**config.mk**
```make
export PLATFORM = sky130hd
export DESIGN_NAME = ddr2_cmd_addr_decode
export DESIGN_NICKNAME = d
export VERILOG_FILES = /design/src/ddr2_cmd_pkg.sv /design/src/ddr2_cmd_addr_decode.sv
export SDC_FILE = /design/constraint.sdc
export NUM_CORES = 1
export LEC_CHECK = 0
export BUFFER_PORTS_ARGS = -buffer_cell sky130_fd_sc_hd__buf_2
export CAP_MARGIN = 20
export CORE_AREA = 2 2 99 101
export DETAILED_ROUTE_END_ITERATION = 10
export DIE_AREA = 0 0 101 103
export PLACE_DENSITY = 0.77
export SLEW_MARGIN = 15
export SYNTH_ARGS = -nofsm -noshare
export SYNTH_HDL_FRONTEND = slang
export SYNTH_SLANG_ARGS = --single-unit
```
**constraint.sdc**
```tcl
create_clock -name clk -period 2 [get_ports clk]
set_input_delay 0.6 -clock clk [delete_from_list [all_inputs] [get_ports clk]]
set_output_delay 0.6 -clock clk [all_outputs]
set_load 0.005 [all_outputs]
```
**src/ddr2_cmd_pkg.sv**
```systemverilog
// Purpose: Shared types and constants for the DDR2 command and address input stage.
// Assumes: x8 organisation, eight banks, fourteen row bits and ten column bits.
// Notes: Command codes are the levels of RAS, CAS and WE, all active low.
// Behaviour
// (RL1) Command and address pins are captured on the rising clock edge.
// (RL2) Clock counts as active only while CKE is high; low enters power-down or self-refresh.
// (RL3) Command decoder is enabled only while chip select samples low.
// (RL4) With decoder disabled, new commands are ignored; running operations finish.
// (RL5) RAS, CAS and WE levels together select the command executed.
// (RL6) Activate takes all fourteen address bits as the row address.
// (RL7) Read or write takes address bits zero to nine as the column.
// (RL8) Read or write with bit ten high precharges the bank after the burst.
// (RL9) Read or write with bit ten low leaves the bank open.
// (RL10) Precharge with bit ten high closes all banks, else only the addressed one.
// (RL11) The three bank address bits pick one of eight banks.
// (RL12) Write beats with the mask sampled high are discarded.
// (RL13) Controller activates a row before access and precharges before a new row.
package ddr2_cmd_pkg;

  // ==========================================================================
  // Geometry and timing
  localparam int NUM_BANKS = 8;
  localparam int BA_W = 3;
  localparam int ROW_W = 14;
  localparam int COL_W = 10;
  localparam int AP_BIT = 10;
  localparam int AP_DELAY_CYCLES = 4;

  // ==========================================================================
  // Command codes on {RAS, CAS, WE}
  typedef enum logic [2:0] {
    CMD_MODE = 3'b000,
    CMD_REFRESH = 3'b001,
    CMD_PRECHARGE = 3'b010,
    CMD_ACTIVATE = 3'b011,
    CMD_WRITE = 3'b100,
    CMD_READ = 3'b101,
    CMD_RESERVED = 3'b110,
    CMD_NOP = 3'b111
  } cmd_t;

  // Clock state as seen through CKE.
  typedef enum logic [1:0] {
    PWR_ACTIVE = 2'b00,
    PWR_DOWN = 2'b01,
    PWR_SELF_REFRESH = 2'b10
  } pwr_state_t;

  // ==========================================================================
  // Carriers
  typedef struct packed {
    logic cke;
    logic csN;
    logic rasN;
    logic casN;
    logic weN;
    logic [BA_W-1:0] bank;
    logic [ROW_W-1:0] addr;
  } cmd_pins_t;

  typedef struct packed {
    logic act;
    logic rd;
    logic wr;
    logic pre;
    logic preAll;
    logic autoPre;
    logic [BA_W-1:0] bank;
    logic [ROW_W-1:0] row;
    logic [COL_W-1:0] col;
  } dec_cmd_t;

  // ==========================================================================
  // Values after reset
  localparam cmd_pins_t PINS_IDLE = '{cke: 1'b0, csN: 1'b1, rasN: 1'b1, casN: 1'b1,
                                      weN: 1'b1, bank: 3'h0, addr: 14'h0000};
  localparam dec_cmd_t DEC_IDLE = '0;
  localparam logic [NUM_BANKS-1:0] BANKS_CLOSED = 8'h00;

endpackage

```
**src/ddr2_cmd_addr_decode.sv**
```systemverilog
// Purpose: Command and address input stage of an eight-bank x8 DDR2 device.
// Assumes: All pins arrive from outside the clock domain and are synchronised here.
// Notes: Data path, mode registers, refresh and power-down timing are handled elsewhere.
`timescale 1ns/1ns
`default_nettype none

module ddr2_cmd_addr_decode #(
  parameter int BURST_CYCLES = ddr2_cmd_pkg::AP_DELAY_CYCLES
) (
  // Clock and reset
  input wire logic clk,
  input wire logic rst,
  // Command and address pins
  input wire ddr2_cmd_pkg::cmd_pins_t pins,
  // Write mask pin and the beat strobe from data capture
  input wire logic dm,
  input wire logic beatStrobe,
  // Decoded command, one-cycle pulses with their fields
  output var ddr2_cmd_pkg::dec_cmd_t cmdOut,
  // Bank and clock status
  output logic [ddr2_cmd_pkg::NUM_BANKS-1:0] bankOpen,
  output var ddr2_cmd_pkg::pwr_state_t pwrState,
  output logic clkActive,
  // Write beat verdict
  output logic beatKeep,
  output logic beatDiscard
);
  import ddr2_cmd_pkg::*;

  localparam int CW = $clog2(BURST_CYCLES + 1);
  localparam int AP_MAX = BURST_CYCLES + 1;
  localparam logic [CW-1:0] AP_LOAD = CW'(BURST_CYCLES);
  localparam logic [CW-1:0] AP_ONE = CW'(1);
  localparam logic [CW-1:0] AP_ZERO = '0;

  // ==========================================================================
  // Pin synchronisers
  cmd_pins_t pinsS1_reg;
  cmd_pins_t pinsS2_reg;
  logic dmS1_reg;
  logic dmS2_reg;
  logic beatS1_reg;
  logic beatS2_reg;

  // Two stages on every pin; only the second stage feeds the decoder.
  always_ff @(posedge clk) begin
    if (rst) begin
      pinsS1_reg <= PINS_IDLE;
      pinsS2_reg <= PINS_IDLE;
    end else begin
      pinsS1_reg <= pins; // RL1
      pinsS2_reg <= pinsS1_reg; // RL1
    end
  end

  // The mask and strobe travel the same two stages so they stay aligned.
  always_ff @(posedge clk) begin
    if (rst) begin
      dmS1_reg <= 1'b0;
      dmS2_reg <= 1'b0;
      beatS1_reg <= 1'b0;
      beatS2_reg <= 1'b0;
    end else begin
      dmS1_reg <= dm;
      dmS2_reg <= dmS1_reg;
      beatS1_reg <= beatStrobe;
      beatS2_reg <= beatS1_reg;
    end
  end

  // ==========================================================================
  // Clock state through CKE
  pwr_state_t pwrState_reg;
  pwr_state_t pwrState_next;
  cmd_t cmdCode;
  wire ckeHigh = pinsS2_reg.cke;
  wire csLow = !pinsS2_reg.csN;
  wire refreshCode = (cmdCode == CMD_REFRESH);

  assign cmdCode = cmd_t'({pinsS2_reg.rasN, pinsS2_reg.casN, pinsS2_reg.weN}); // RL5

  // Dropping CKE with a refresh code and chip select low enters self-refresh; otherwise power-down.
  always_comb begin
    pwrState_next = pwrState_reg;
    case (pwrState_reg)
      PWR_ACTIVE: begin
        if (!ckeHigh) begin
          pwrState_next = (csLow && refreshCode) ? PWR_SELF_REFRESH : PWR_DOWN; // RL2
        end
      end
      PWR_DOWN, PWR_SELF_REFRESH: begin
        if (ckeHigh) begin
          pwrState_next = PWR_ACTIVE; // RL2
        end
      end
      default: begin
        pwrState_next = PWR_ACTIVE;
      end
    endcase
  end

  always_ff @(posedge clk) begin
    if (rst) begin
      pwrState_reg <= PWR_ACTIVE;
    end else begin
      pwrState_reg <= pwrState_next;
    end
  end

  // ==========================================================================
  // Command decode
  // The decoder only listens while the clock is live and chip select is low.
  wire decodeEn = ckeHigh && csLow; // RL2 RL3 RL4
  wire isAct = decodeEn && (cmdCode == CMD_ACTIVATE); // RL5
  wire isRd = decodeEn && (cmdCode == CMD_READ); // RL5
  wire isWr = decodeEn && (cmdCode == CMD_WRITE); // RL5
  wire isPre = decodeEn && (cmdCode == CMD_PRECHARGE); // RL5
  wire apBit = pinsS2_reg.addr[AP_BIT];
  wire isAccess = isRd || isWr;
  wire [BA_W-1:0] bankAddr = pinsS2_reg.bank; // RL11
  wire [ROW_W-1:0] rowAddr = pinsS2_reg.addr; // RL6
  wire [COL_W-1:0] colAddr = pinsS2_reg.addr[COL_W-1:0]; // RL7
  wire [NUM_BANKS-1:0] bankHit = NUM_BANKS'(1) << bankAddr; // RL11
  dec_cmd_t cmd_reg;
  dec_cmd_t cmd_next;

  // Fields are held between commands; only the strobes return to zero.
  always_comb begin
    cmd_next = cmd_reg;
    cmd_next.act = isAct;
    cmd_next.rd = isRd;
    cmd_next.wr = isWr;
    cmd_next.pre = isPre;
    cmd_next.preAll = isPre && apBit; // RL10
    cmd_next.autoPre = isAccess && apBit; // RL8 RL9
    if (isAct || isAccess || isPre) begin
      cmd_next.bank = bankAddr; // RL11
    end
    if (isAct) begin
      cmd_next.row = rowAddr; // RL6
    end
    if (isAccess) begin
      cmd_next.col = colAddr; // RL7
    end
  end

  always_ff @(posedge clk) begin
    if (rst) begin
      cmd_reg <= DEC_IDLE;
    end else begin
      cmd_reg <= cmd_next;
    end
  end

  // ==========================================================================
  // Per-bank state and auto-precharge timers
  // Timers keep running whatever chip select does, so a burst in flight finishes.
  logic [NUM_BANKS-1:0] bankOpen_reg;
  logic [NUM_BANKS-1:0] bankOpen_next;
  logic [CW-1:0] apCount_reg [NUM_BANKS];
  logic [CW-1:0] apCount_next [NUM_BANKS];

  genvar b;
  generate
    for (b = 0; b < NUM_BANKS; b++) begin : g_bank
      wire apLoad = isAccess && apBit && bankHit[b]; // RL8
      wire apExpire = (apCount_reg[b] == AP_ONE);
      wire preHit = isPre && (apBit || bankHit[b]); // RL10
      // A new activate wins over a closing event in the same cycle.
      assign bankOpen_next[b] = (isAct && bankHit[b]) ? 1'b1 :
                                (preHit || apExpire) ? 1'b0 : bankOpen_reg[b]; // RL8 RL10
      // Without the flag the timer stays idle and the bank stays open.
      assign apCount_next[b] = apLoad ? AP_LOAD :
                               (apCount_reg[b] != AP_ZERO) ? apCount_reg[b] - AP_ONE :
                               AP_ZERO; // RL9
    end
  endgenerate

  always_ff @(posedge clk) begin
    if (rst) begin
      bankOpen_reg <= BANKS_CLOSED;
      apCount_reg <= '{default: AP_ZERO};
    end else begin
      bankOpen_reg <= bankOpen_next;
      apCount_reg <= apCount_next;
    end
  end

  // ==========================================================================
  // Write mask
  logic beatKeep_reg;
  logic beatDiscard_reg;

  // A masked beat is dropped; the controller must keep the mask aligned to data.
  always_ff @(posedge clk) begin
    if (rst) begin
      beatKeep_reg <= 1'b0;
      beatDiscard_reg <= 1'b0;
    end else begin
      beatKeep_reg <= beatS2_reg && !dmS2_reg; // RL12
      beatDiscard_reg <= beatS2_reg && dmS2_reg; // RL12
    end
  end

  // ==========================================================================
  // Outputs
  logic clkActive_reg;

  always_ff @(posedge clk) begin
    if (rst) begin
      clkActive_reg <= 1'b0;
    end else begin
      clkActive_reg <= ckeHigh; // RL2
    end
  end

  assign cmdOut = cmd_reg;
  assign bankOpen = bankOpen_reg;
  assign pwrState = pwrState_reg;
  assign clkActive = clkActive_reg;
  assign beatKeep = beatKeep_reg;
  assign beatDiscard = beatDiscard_reg;
endmodule // ddr2_cmd_addr_decode

`default_nettype wire

```
==> flow_results.org, run 1 <==
** Route
- For this run, design rule violations remaining after detail routing come to 0.
- Antenna violation net count after detailed routing :: 0
- Routed via count divided by cell count :: 5.20
- Routed vias :: 3425
- Final wirelength :: 9.41 mm
- Violation count after the first detailed-route iteration :: 164
- Before antenna repair, the detailed router went through 5 iterations.
- In the final routed layout, each cell accounts on average for 14.3 um.

** Die
- The die is 103 um tall.
- The die covers 10400 um^2.
- The initialized floorplan defines 36 standard-cell rows.
- IO Count :: 72
- The initial utilization of the core area, before any placement, comes to 48.6%.
- Die Span X :: 101 um
- In this run the standard cell core region covers 9460 um^2.

** Timing
- Measured against its own limit, the worst slew margin works out to 63.0%.
- Total count of max-transition violations in the final report :: 0
- Setup violations remaining at the end of the flow were counted as 0.
- Total count of hold-check failures in the final report :: 0
- The clock arrives with 0.00843 ns of skew.
- Worst-margin pin slew :: 0.554 ns
- Setup repair after global routing missed its margin :: no
- Period utilization :: 80.8%
- The worst path in the final design needs a cycle of 1.62 ns, including I/O delays and setup.
- Derived from the worst setup path, the maximum achievable clock frequency is 0.618 GHz.
- Worst hold slack :: 0.274 ns
- Post-route setup TNS :: 0 ns

** Cells and area
- Fraction of final layout cells with drive strength greater than 1 :: 24.6%
- Number of non-filler instances in the completed layout :: 659
- Leaving out fill and tap cells, the most frequent cell in the layout is sky130_fd_sc_hd__dfxtp_1.
- Most used cells in the layout excluding fill and tap cells :: 118 x sky130_fd_sc_hd__dfxtp_1, 70 x sky130_fd_sc_hd__buf_2, 65 x sky130_fd_sc_hd__nor2b_1
- Area Growth Syn to Fin :: 21.8%
- The register with the most flip-flops in the layout has 33 of them.
- 0 antenna diodes ended up in the layout.
- Total Nets Final :: 583
- Area of all sequential standard cells :: 2360 um^2
- Summing all multi-input logic gate instances after layout gives 1970 um^2.
- Fill cells in the final layout number 813.

** Clock tree
- H-tree level count :: 4
- Sink count of the clock tree :: 118
- The tree is rooted in a sky130_fd_sc_hd__clkbuf_8.
- Skew-Pair Late Insertion Delay :: 0.51 ns
- Clock buffer count from CTS :: 17
- CTS-repair resized insts :: 0
- Clock tree from TritonCTS :: built
- Post CTS Setup Buffer Count :: 0
- Hold repair after CTS inserted 0 buffers.
- In this run the deepest clock path goes through 2 buffers.
- Clock transition at the register clock pins on the worst setup and hold paths after CTS :: 0.06 ns

** Worst setup path
- The worst setup path is of the reg -> reg kind.
- Critical path endpoint category :: flop
- Data arrival time of the critical path :: 2.02 ns
- WP data required :: 2.41 ns
- Along the worst path, the maximum fanout reaches 26.
- Element type at the critical path start :: flop

** Placement
- Port buffering added 71 buffers.
- Routability-driven placement finished with a final weighted congestion of 0.741.
- Including well taps, the total number of placed cells is 627.
- HPWL after detailed placement :: 6.13 mm

** Flow run
- Max Cap Viol :: 0

** Global route
- The initial antenna violation count was 0.
- For this run, the total global-route usage over all layers was measured as 19.2%.
- Number of global-route vias before repair :: 3269
- After global routing the overflow that remains totals 0.
- Entering global routing, the biggest net connects 78 pins.
- First-pass GRT wire length :: 15.4 mm

** Logic synthesis
- Net count after synthesis :: 515
- The share of synthesized area in the top cell type comes to 51.4%.
- Dominant cells by area after synthesis :: sky130_fd_sc_hd__dfxtp_1 51%, sky130_fd_sc_hd__nor2b_1 8.8%, sky130_fd_sc_hd__ha_1 6.8%
- The Yosys step of the flow raised 0 warnings.
- sky130_fd_sc_hd__dfxtp_1 takes more of the synthesized area than any other cell.
- After technology mapping, the gate count stands at 464.
- Post-synthesis cell type count :: 42
- Register bit count reported by yosys :: 118
- Average cell area after synthesis :: 9.91 um^2
- Sequential share of the synthesized area :: 51.4%
- The synthesized netlist occupies a cell area of 4600 um^2.

** Power and ir drop
- Power spread over the standard cell area amounts to 1260 nW/um^2.
- The worst-case IR drop observed on VDD is 675 uV.
- Static leakage :: 0.00235 uW
- Total power for the finished layout comes to 7060 uW.

** Outcome
- Run status :: completed

** Hold path
- The worst hold path belongs to the class in -> reg.
## cell usage after synthesis, drive strengths merged
cell	number
nor2	4
ha	25
o2111ai	7
o21ai	18
nor4bb	1
a311oi	8
a22o	7
nor4	1
buf	11
and3b	4
inv	27
xor2	1
a21oi	42
o2bb2ai	1
nand3b	1
nor3	5
or2	8
nor3b	19
nand4bb	2
dfxtp	118
nor2b	65
mux2	1
and2	9
xnor2	1
or3b	1
clkbuf	20
nand2b	2
nand3	25
mux2i	2
a32oi	1
a31oi	1
nor4b	1
and3	2
nand2	23
## power by group
group | switching (uW) | leakage (uW) | internal, uW | total, uW
clock network | 1130 | 0.000280 | 1800 | 2930
registers | 158 | 0.000965 | 2630 | 2790
logic | 681 | 0.00111 | 663 | 1340
## path summary, 6_finish.rpt
kind	slack (ns)	end	depth (start not counted)	startpoint
worst max-delay path	0.38	apCount_reg[9]	4	ckeHigh
worst min-delay path	0.27	pinsS1_reg[17]	2	pins[17]
worst max register to register	0.38	apCount_reg[9]	4	ckeHigh
worst min register to register	0.41	cmdCode[1]	1	pinsS1_reg[18]
## per-layer routing
metal	GRT usage, %	part of all wire [%]	routed length (um)
met5	0	0	0
met4	8.00	1.4	136
met3	5.76	6.2	584
met2	31.5	48	4540
met1	23.6	44	4140
## stage by stage
stage | setup slack (ns) | util [%] | cell area [um^2]
3_5_place_dp | 0.398 | 53.0 | 5020
3_3_place_gp | 0.462 | 53.0 | 5020
5_1_grt | 0.286 | 59.2 | 5600
6_report | 0.383 | 59.2 | 5600
2_1_floorplan | 0.473 | - | 4600
4_1_cts | 0.372 | 59.2 | 5600
## cell families after synthesis
kind of cell | share of synthesized area, %
and+or+nand+nor | 22.7
DFF | 51.4
AOI/OAI and AO/OA | 12.2
buffers and inverters | 5.90
adders and majority gates | 6.80
muxes | 0.680
xor gates and xnor gates | 0.381
## worst max-delay path, stage by stage, from the launching register on
cell and delay (ns):
sky130_fd_sc_hd__dfxtp_1 0.48, sky130_fd_sc_hd__nor4bb_4 0.33, sky130_fd_sc_hd__buf_4 0.33, sky130_fd_sc_hd__a311oi_1 0.18, sky130_fd_sc_hd__and2_1 0.19
## final cells by class
cell class | count | area share (%)
Multi-Input combinational cell | 288 | 35.2
Inverter | 27 | 1.81
Sequential cell | 118 | 42.2
Tap cell | 114 | 2.55
Clock inverter | 15 | 2.99
Timing Repair Buffer | 80 | 7.82
Clock buffer | 17 | 7.40
(Power assumes the default switching activity.)
==> inputs of run 2 (changes only) <==
ABC_AREA = 1   (was unset)
PLACE_DENSITY = 0.76   (was 0.77)
clock period = 1.6 ns   (was 2 ns; I/O delays follow)
==> run 2 against run 1 <==
Largest cell class unchanged. Clock power is 25% higher. Hold slack worse by 0.14 ns. Clock skew hardly changed. Non-clock buffer count is 1 lower. Power is 19% higher. Combinational power hardly changed. Sequential power is 22% higher. Sequential share of layout area is 0.17 points higher.
==> flow_results.org, run 2 <==
** Placement
- Gpl congestion :: 0.804 (was 0.741)
- HPWL after detailed placement :: 6.07 mm (was 6.13 mm)
- Buffers added on ports :: 71 (unchanged)

** Worst setup path
- The capturing point of the worst reg2reg path is cmdOut[18] (was apCount_reg[9]).
- Stage delay of the slowest cell on the critical path :: 0.36 ns (was 0.48 ns)
- Worst-case reg-to-reg path depth :: 7 (was 4)
- Critical path endpoint category :: primary output (was flop)
- The highest fanout seen on the critical path came to 2 (was 26).
- The required time reported for the critical path endpoint was 1.12 ns (was 2.41 ns).
- The setup slack of the most critical reg-to-reg path is 0.24 ns (was 0.38 ns).
- Path type of the worst setup path :: reg -> out (was reg -> reg)
- Crit path max-delay family :: flip-flops (was simple AND/OR/NAND/NOR gates)
- The data arrival time of the worst path was 1.01 ns (was 2.02 ns).
- Element type at the critical path start :: flop (unchanged)
- Cell-by-cell trace of the critical path: buf_2 (was nor4bb_4 > buf_4 > a311oi_1 > and2_1).
- The worst reg2reg path startpoint was cmdCode[1] (was ckeHigh).
- Buf+Inv Stages, Crit Path :: 1 (unchanged)
- CP max stage cell :: sky130_fd_sc_hd__dfxtp_1 (unchanged)

** Route
- Routed vias :: 3642 (was 3425)
- Routed len/inst :: 11.4 um (was 14.3 um)
- The DRC violation count after routing is 0 (unchanged).
- Final wirelength :: 8.89 mm (was 9.41 mm)
- The initial detailed-routing violation count was 145 (was 164).
- DRT Pass-1 Iters :: 5 (unchanged)
- The post-detailed-route via-to-cell ratio is 4.65 (was 5.20).
- Antenna violation net count after detailed routing :: 0 (unchanged)

** Clock tree
- CTS-repair resized insts :: 0 (unchanged)
- H-tree level count :: 4 (unchanged)
- The post-CTS setup-driven buffer insertion count is 0 (unchanged).
- The clock latency on the worst-skew pair came to 0.53 ns (was 0.51 ns).
- Clock transition at the register clock pins on the worst setup and hold paths after CTS :: 0.06 ns (about the same)
- Clock buffer count from CTS :: 17 (unchanged)
- The buffer type at the clock tree root was sky130_fd_sc_hd__clkbuf_8 (unchanged).
- The maximum number of buffers from clock root to sink was 2 (unchanged).
- Clock tree from TritonCTS :: built (unchanged)
- The clock sink total came to 118 (unchanged).
- The hold-fix buffer count after cts came to 0 (unchanged).

** Die
- The die footprint is 10400 um^2 (unchanged).
- The effective utilization at floorplan was 47.7% (was 48.6%).
- Vertical die dimension :: 103 um (unchanged)
- Row count :: 36 (unchanged)
- Die Span X :: 101 um (unchanged)
- IO Count :: 72 (unchanged)
- The floorplan core area was 9460 um^2 (unchanged).

** Logic synthesis
- The primary flip-flop cell chosen by synthesis mapping is sky130_fd_sc_hd__dfxtp_1 (unchanged).
- The synthesized net count came to 626 (was 515).
- Yosys warning total :: 0 (unchanged)
- Dominant cells by area after synthesis :: sky130_fd_sc_hd__dfxtp_1 52%, sky130_fd_sc_hd__nor2_1 10%, sky130_fd_sc_hd__nand2_1 9.1% (was sky130_fd_sc_hd__dfxtp_1 51%, sky130_fd_sc_hd__nor2b_1 8.8%, sky130_fd_sc_hd__ha_1 6.8%)
- Count of flip-flops with a built-in enable after synthesis :: 0 (unchanged)
- Ranking of synthesized cells by instance count :: 124 x sky130_fd_sc_hd__nor2_1, 118 x sky130_fd_sc_hd__dfxtp_1, 109 x sky130_fd_sc_hd__nand2_1, 91 x sky130_fd_sc_hd__inv_1, 26 x sky130_fd_sc_hd__a21oi_1 (was 118 x sky130_fd_sc_hd__dfxtp_1, 65 x sky130_fd_sc_hd__nor2b_1, 32 x sky130_fd_sc_hd__a21oi_1, 27 x sky130_fd_sc_hd__inv_1)
- Share of flip-flops with an asynchronous set or reset after synthesis :: 0% (unchanged)
- Largest area contributor in the netlist :: sky130_fd_sc_hd__dfxtp_1 (unchanged)
- Register bit count reported by yosys :: 118 (unchanged)
- Instance count of the mapped netlist :: 575 (was 464)
- Post-synth design cell area :: 4520 um^2 (was 4600 um^2)
- The sequential element share of the synthesized area is 52.3% (was 51.4%).
- The mean instance size in the synthesized netlist was 7.85 um^2 (was 9.91 um^2).
- The count of unique library cells instantiated by Yosys was 24 (was 42).
- The share of Yosys cell area claimed by the top area cell type was 52.3% (was 51.4%).
- The leading cell type by number of instances after synthesis is sky130_fd_sc_hd__nor2_1 (was sky130_fd_sc_hd__dfxtp_1).

** Hold path
- Number of instances on the worst hold path :: 2 (unchanged)
- The capture endpoint of the worst hold path is pinsS1_reg[20] (was pinsS1_reg[17]).
- Worst hold path type :: in -> reg (unchanged)
- Launch point of the worst hold path :: pins[20] (was pins[17])

** Timing
- The normalized max-slew margin was 72.9% (was 63.0%).
- The slew at the pin closest to its max-slew limit is 0.405 ns (was 0.554 ns).
- Achievable frequency :: 0.671 GHz
- The final total negative setup slack was 0 ns (unchanged).
- Total count of max-transition violations in the final report :: 0 (unchanged)
- Worst hold slack :: 0.132 ns (was 0.274 ns)
- Setup repair after global routing missed its margin: no (unchanged).
- Period utilization :: 93.1%
- Clock skew :: 0.00888 ns (was 0.00843 ns)
- The final setup violation count came to 0 (unchanged).
- Clock period minus final worst setup slack :: 1.49 ns
- Total count of hold-check failures in the final report :: 0 (unchanged)

** Cells and area
- The post-layout net count was 707 (was 583).
- The leading cell type in the layout, fill and taps excluded is sky130_fd_sc_hd__nor2_1 (was sky130_fd_sc_hd__dfxtp_1).
- Most used cells in the layout excluding fill and tap cells :: 124 x sky130_fd_sc_hd__nor2_1, 118 x sky130_fd_sc_hd__dfxtp_1, 109 x sky130_fd_sc_hd__nand2_1 (was 118 x sky130_fd_sc_hd__dfxtp_1, 70 x sky130_fd_sc_hd__buf_2, 65 x sky130_fd_sc_hd__nor2b_1)
- Fill cell instance count of the final layout :: 814 (was 813)
- The area added between synthesis and finish is 23.5% (was 21.8%).
- Fraction of final layout cells with drive strength greater than 1 :: 19.0% (was 24.6%)
- Number of antenna diodes :: 0 (unchanged)
- Flip-flop count of the largest register after layout :: 33 (unchanged)

** Global route
- The number of global-route vias before repair is 3429 (was 3269).
- Global routing usage summed across all routing layers :: 18.4% (was 19.2%)
- Initial antenna violation count :: 0 (unchanged)
- The largest net degree at the start of global routing is 37 (was 78).
- The total congestion overflow was 0 (unchanged).
- The first-pass GRT wire length came to 14.7 mm (was 15.4 mm).

** Power and ir drop
- The static leakage was 0.00273 uW (was 0.00235 uW).
- Power density over the cells :: 1500 nW/um^2 (was 1260 nW/um^2)
- Peak supply drop :: 747 uV (was 675 uV)
- The total power draw came to 8370 uW (was 7060 uW).

** Outcome
- Run status: completed (unchanged).

** Flow run
- The reported max-cap violation count is 0 (unchanged).
## run 2: worst max path at each step
stage          slack [ns]   startpoint              to  cells past startpoint
2_1_floorplan        0.37          rst  pinsS1_reg[18]                      3
5_1_grt              0.06  pwrState[0]     pwrState[0]                      1
4_1_cts               0.1  bankOpen[3]     bankOpen[3]                      1
3_3_place_gp         0.26          rst      rowAddr[9]                      4
6_report             0.11  bankOpen[3]     bankOpen[3]                      1
3_5_place_dp         0.22          rst      rowAddr[5]                      4
## run 2: cell families (layout without fill, tap and decap cells)
group | after synthesis | in the layout | share of synthesized area (%)
flip-flops | 118 | 118 | 52.3
buffers and inverters | 112 | 206 | 9.81
XOR/XNOR | 8 | 8 | 1.55
AO/OA/AOI/OAI | 43 | 43 | 4.77
AND/OR/NAND/NOR | 269 | 269 | 24.6
adder cells (fa/ha/maj) | 25 | 25 | 6.93
## run 2: cell type report
class	instances	area, um^2	area share, %
clock buffers	19	432	7.74
clock inverters	13	145	2.60
inverters	95	357	6.39
multi-input cells	345	1710	30.7
flip-flops and latches	118	2360	42.4
well taps	114	143	2.56
repair buffers	79	428	7.67
## run 2: report_power, final
group	switching [uW]	leakage, uW	internal (uW)
logic	763	0.00148	552
registers	158	0.000966	3250
clock network	1390	0.000276	2270
total	2310	0.00273	6070
## run 2: metrics by stage
stage               area (um^2)  setup WS [ns]  utilization (%)  instances
detailed placement         5000          0.221             52.9        751
global route               5580         0.0552             59.0        783
CTS                        5580         0.0962             59.0        783
finish                     5580          0.110             59.0        783
global placement           5000          0.259             52.9        751
floorplan                  4520          0.368                -        575
## run 2: layer usage
metal,vias up,GRT usage [%],part of all wire (%)
met4,0,8.94,3.0
li1,1873,-,-
met1,1655,19.5,43
met5,-,0,0
met2,88,33.0,50
met3,26,6.31,4.1
==> inputs of run 3 (changes only) <==
CTS_BUF_LIST = sky130_fd_sc_hd__clkbuf_16   (was unset)
==> run 3 against run 2 <==
Hold slack improved by 0.11 ns. Register-to-register slack about the same. Die area unchanged. Sequential power about the same. Combinational power about the same. Final cell count unchanged. Flip-flop and latch count unchanged. Clock-buffer cell count decreased by 2. Via count decreased by 0.52%. Clock power about the same. Largest cell class unchanged. Largest power group unchanged. Highest routed layer unchanged.
==> flow_results.org, run 3 (synthesis gave the netlist of run 2 again) <==
** Worst setup path
- Critical path endpoint category :: primary output (unchanged)
- Capture point of the worst reg-to-reg path :: cmdOut[8] (was cmdOut[18])
- The startpoint class of the critical path was a flop (unchanged).
- The type of the setup path with the least slack is reg -> out (unchanged).
- The kind of cell with the highest combined delay on the critical path is flip-flops (unchanged).
- Crit Reg-Reg Startpoint :: pinsS2_reg[20] (was cmdCode[1])
- Number of stages on the worst setup path :: 1 (unchanged)
- The required time reported for the critical path endpoint came to 1.12 ns (about the same).
- The path depth of the worst reg2reg path was 6 (was 7).
- The number of buffers and inverters on the critical path is 1 (unchanged).
- The data arrival time of the worst path was 0.89 ns (was 1.01 ns).
- The highest fanout seen on the critical path came to 2 (unchanged).
- Setup slack, reg-to-reg :: 0.23 ns (was 0.24 ns)
- The delay of the slowest cell on the worst path was 0.35 ns (was 0.36 ns).
- Launch point of the critical path :: bankOpen[3] (unchanged)
- Cell-by-cell trace of the critical path :: buf_2 (unchanged)
- The worst-path cell with the longest stage delay is sky130_fd_sc_hd__dfxtp_1 (unchanged).
- The critical path endpoint is bankOpen[3] (unchanged).

** Power and ir drop
- Clock group share of total power :: 43.7% (about the same)
- The static leakage was 0.00273 uW (about the same).
- Peak supply drop :: 885 uV (was 747 uV)
- Total power :: 8390 uW (was 8370 uW)
- The internal power component came to 6090 uW (was 6070 uW).
- The power spent charging and discharging nets came to 2300 uW (was 2310 uW).
- The sequential cell fraction of total power is 40.6% (about the same).
- Combinational share of power :: 15.7% (about the same)
- The areal power density over the cells was 1500 nW/um^2 (about the same).
- The switching share of power was 27.4% (was 27.5%).

** Timing
- The minimum clock period after layout was 1.37 ns (was 1.49 ns).
- Period utilization :: 85.6% (was 93.1%)
- Achievable frequency :: 0.730 GHz (was 0.671 GHz)
- Worst slew slack as a fraction of its limit :: 73.3% (was 72.9%)
- Post-route setup TNS :: 0 ns (unchanged)
- Clock skew :: 0.0113 ns (was 0.00888 ns)
- The number of hold violations in the final report came to 0 (unchanged).
- Total count of max-transition violations in the final report :: 0 (unchanged)
- Worst-margin pin slew :: 0.399 ns (was 0.405 ns)
- Number of setup violations in the final report :: 0 (unchanged)
- Setup repair after global routing missed its margin: no (unchanged).

** Route
- The detailed-routed wire length on met3 came to 384 um (was 363 um).
- Antenna violation net count after detailed routing :: 0 (unchanged)
- DRT Pass-1 Iters :: 6 (was 5)
- The post-detailed-route via-to-cell ratio was 4.63 (was 4.65).
- Final wirelength :: 8.85 mm (was 8.89 mm)
- Number of remaining DRC errors :: 0 (unchanged)
- The met1 wire length was 3.77 mm (was 3.80 mm).
- The initial detailed-routing violation count was 146 (was 145).
- The number of vias after detailed routing was 3623 (was 3642).
- The met2 wirelength from detailed routing came to 4.48 mm (was 4.47 mm).
- The highest metal layer with signal wires is met4 (unchanged).
- The detail-routed net length per standard cell is 11.3 um (was 11.4 um).

** Global route
- Initial antenna violation count :: 0 (unchanged)
- Total congestion overflow :: 0 (unchanged)
- The largest net degree at the start of global routing was 37 (unchanged).
- Number of global-route vias before repair :: 3437 (was 3429)
- The first-pass GRT wire length was 14.7 mm (about the same).
- Global routing usage summed across all routing layers :: 18.4% (about the same)

** Placement
- The count of buffers from port buffering came to 71 (unchanged).
- HPWL after detailed placement :: 6.07 mm (unchanged)
- The placer's final routability congestion estimate came to 0.804 (unchanged).
- Instance area after placement :: 5000 um^2 (unchanged)

** Clock tree
- The maximum number of buffers from clock root to sink was 2 (unchanged).
- Sink count of the clock tree :: 118 (unchanged)
- Clock root buffer master :: sky130_fd_sc_hd__clkbuf_16 (was sky130_fd_sc_hd__clkbuf_8)
- The clock tree from TritonCTS is built (unchanged).
- The clock-pin slew of the registers on the worst-case setup and hold paths came to 0.06 ns (about the same).
- The number of buffers created by CTS came to 17 (unchanged).
- Skew-Pair Late Insertion Delay :: 0.41 ns (was 0.53 ns)
- The hold-fix buffer count after cts was 0 (unchanged).
- H-tree level count :: 4 (unchanged)
- The post-cts repair resize count is 0 (unchanged).
- Post CTS Setup Buffer Count :: 0 (unchanged)

** Cells and area
- The post-layout net count came to 707 (unchanged).
- Leading cell type in the layout, fill and taps excluded :: sky130_fd_sc_hd__nor2_1 (unchanged)
- The number of antenna cells inserted is 0 (unchanged).
- Most used cells in the layout excluding fill and tap cells: 124 x sky130_fd_sc_hd__nor2_1, 118 x sky130_fd_sc_hd__dfxtp_1, 109 x sky130_fd_sc_hd__nand2_1 (unchanged).
- The final cell area excluding filler cells is 5580 um^2 (about the same).
- The area added between synthesis and finish came to 23.5% (about the same).
- The flip-flop count of the largest register, all copies and words added is 33 (unchanged).
- Fraction of final layout cells with drive strength greater than 1 :: 18.8% (was 19.0%)

** Die
- The effective utilization at floorplan was 47.7% (unchanged).
- IO Count :: 72 (unchanged)
- Die Span X :: 101 um (unchanged)
- Vertical die dimension :: 103 um (unchanged)
- Row count :: 36 (unchanged)
- The floorplan core area came to 9460 um^2 (unchanged).
- The die footprint is 10400 um^2 (unchanged).

** Outcome
- Run status: completed (unchanged).

** Flow run
- The reported max-cap violation count came to 0 (unchanged).

** Hold path
- Worst hold path type :: in -> reg (unchanged)
-- run 3: cell types whose count changed in the layout (fill, tap and decap cells not counted), sizes merged --
| cell | before | now |
|---|---|---|
| clkbuf | 19 | 17 |
| clkinv | 6 | 7 |
| inv | 97 | 98 |
-- run 3: stage by stage --
step	setup WS (ns)	util, %	std cells	hold WS, ns
final	0.230	59.0	783	0.244
after CTS	0.211	59.0	783	0.228
after global placement	0.259	52.9	751	0.389
after global routing	0.0904	59.0	783	0.240
after detailed placement	0.221	52.9	751	0.392
after floorplan	0.368	-	575	0.388
-- run 3: cell type report --
type | instances | area, um^2
well taps | 114 | 143
fillers | 814 | 3880
repair buffers | 79 | 428
clock buffers | 17 | 425
inverters | 95 | 357
multi-input cells | 345 | 1710
clock inverters | 15 | 153
flip-flops and latches | 118 | 2360
-- run 3: worst min path at each step --
| stage | start | to | slack, ns | cells after the start |
|---|---|---|---|---|
| 2_1_floorplan | pinsS1_reg[14] | bankAddr[0] | 0.39 | 2 |
| 3_3_place_gp | dmS1_reg | dmS2_reg | 0.39 | 2 |
| 3_5_place_dp | pinsS1_reg[7] | rowAddr[7] | 0.39 | 2 |
| 4_1_cts | pins[20] | pinsS1_reg[20] | 0.23 | 2 |
| 5_1_grt | pins[17] | pinsS1_reg[17] | 0.24 | 2 |
| 6_report | pins[20] | pinsS1_reg[20] | 0.24 | 2 |
-- run 3: layer usage --
layer | GRT usage, % | vias to the layer above
met5 | 0 | -
met3 | 6.37 | 21
met2 | 32.9 | 83
met1 | 19.3 | 1647
li1 | - | 1872
met4 | 9.36 | 0
-- run 3: power groups by stage --
stage	sequential (uW)	clock (uW)	combinational, uW
detailed placement	3460	0	1300
global placement	3450	0	1180
CTS	3400	3730	1330
global route	3450	3850	1530
floorplan	3430	0	1030
finish	3400	3670	1320
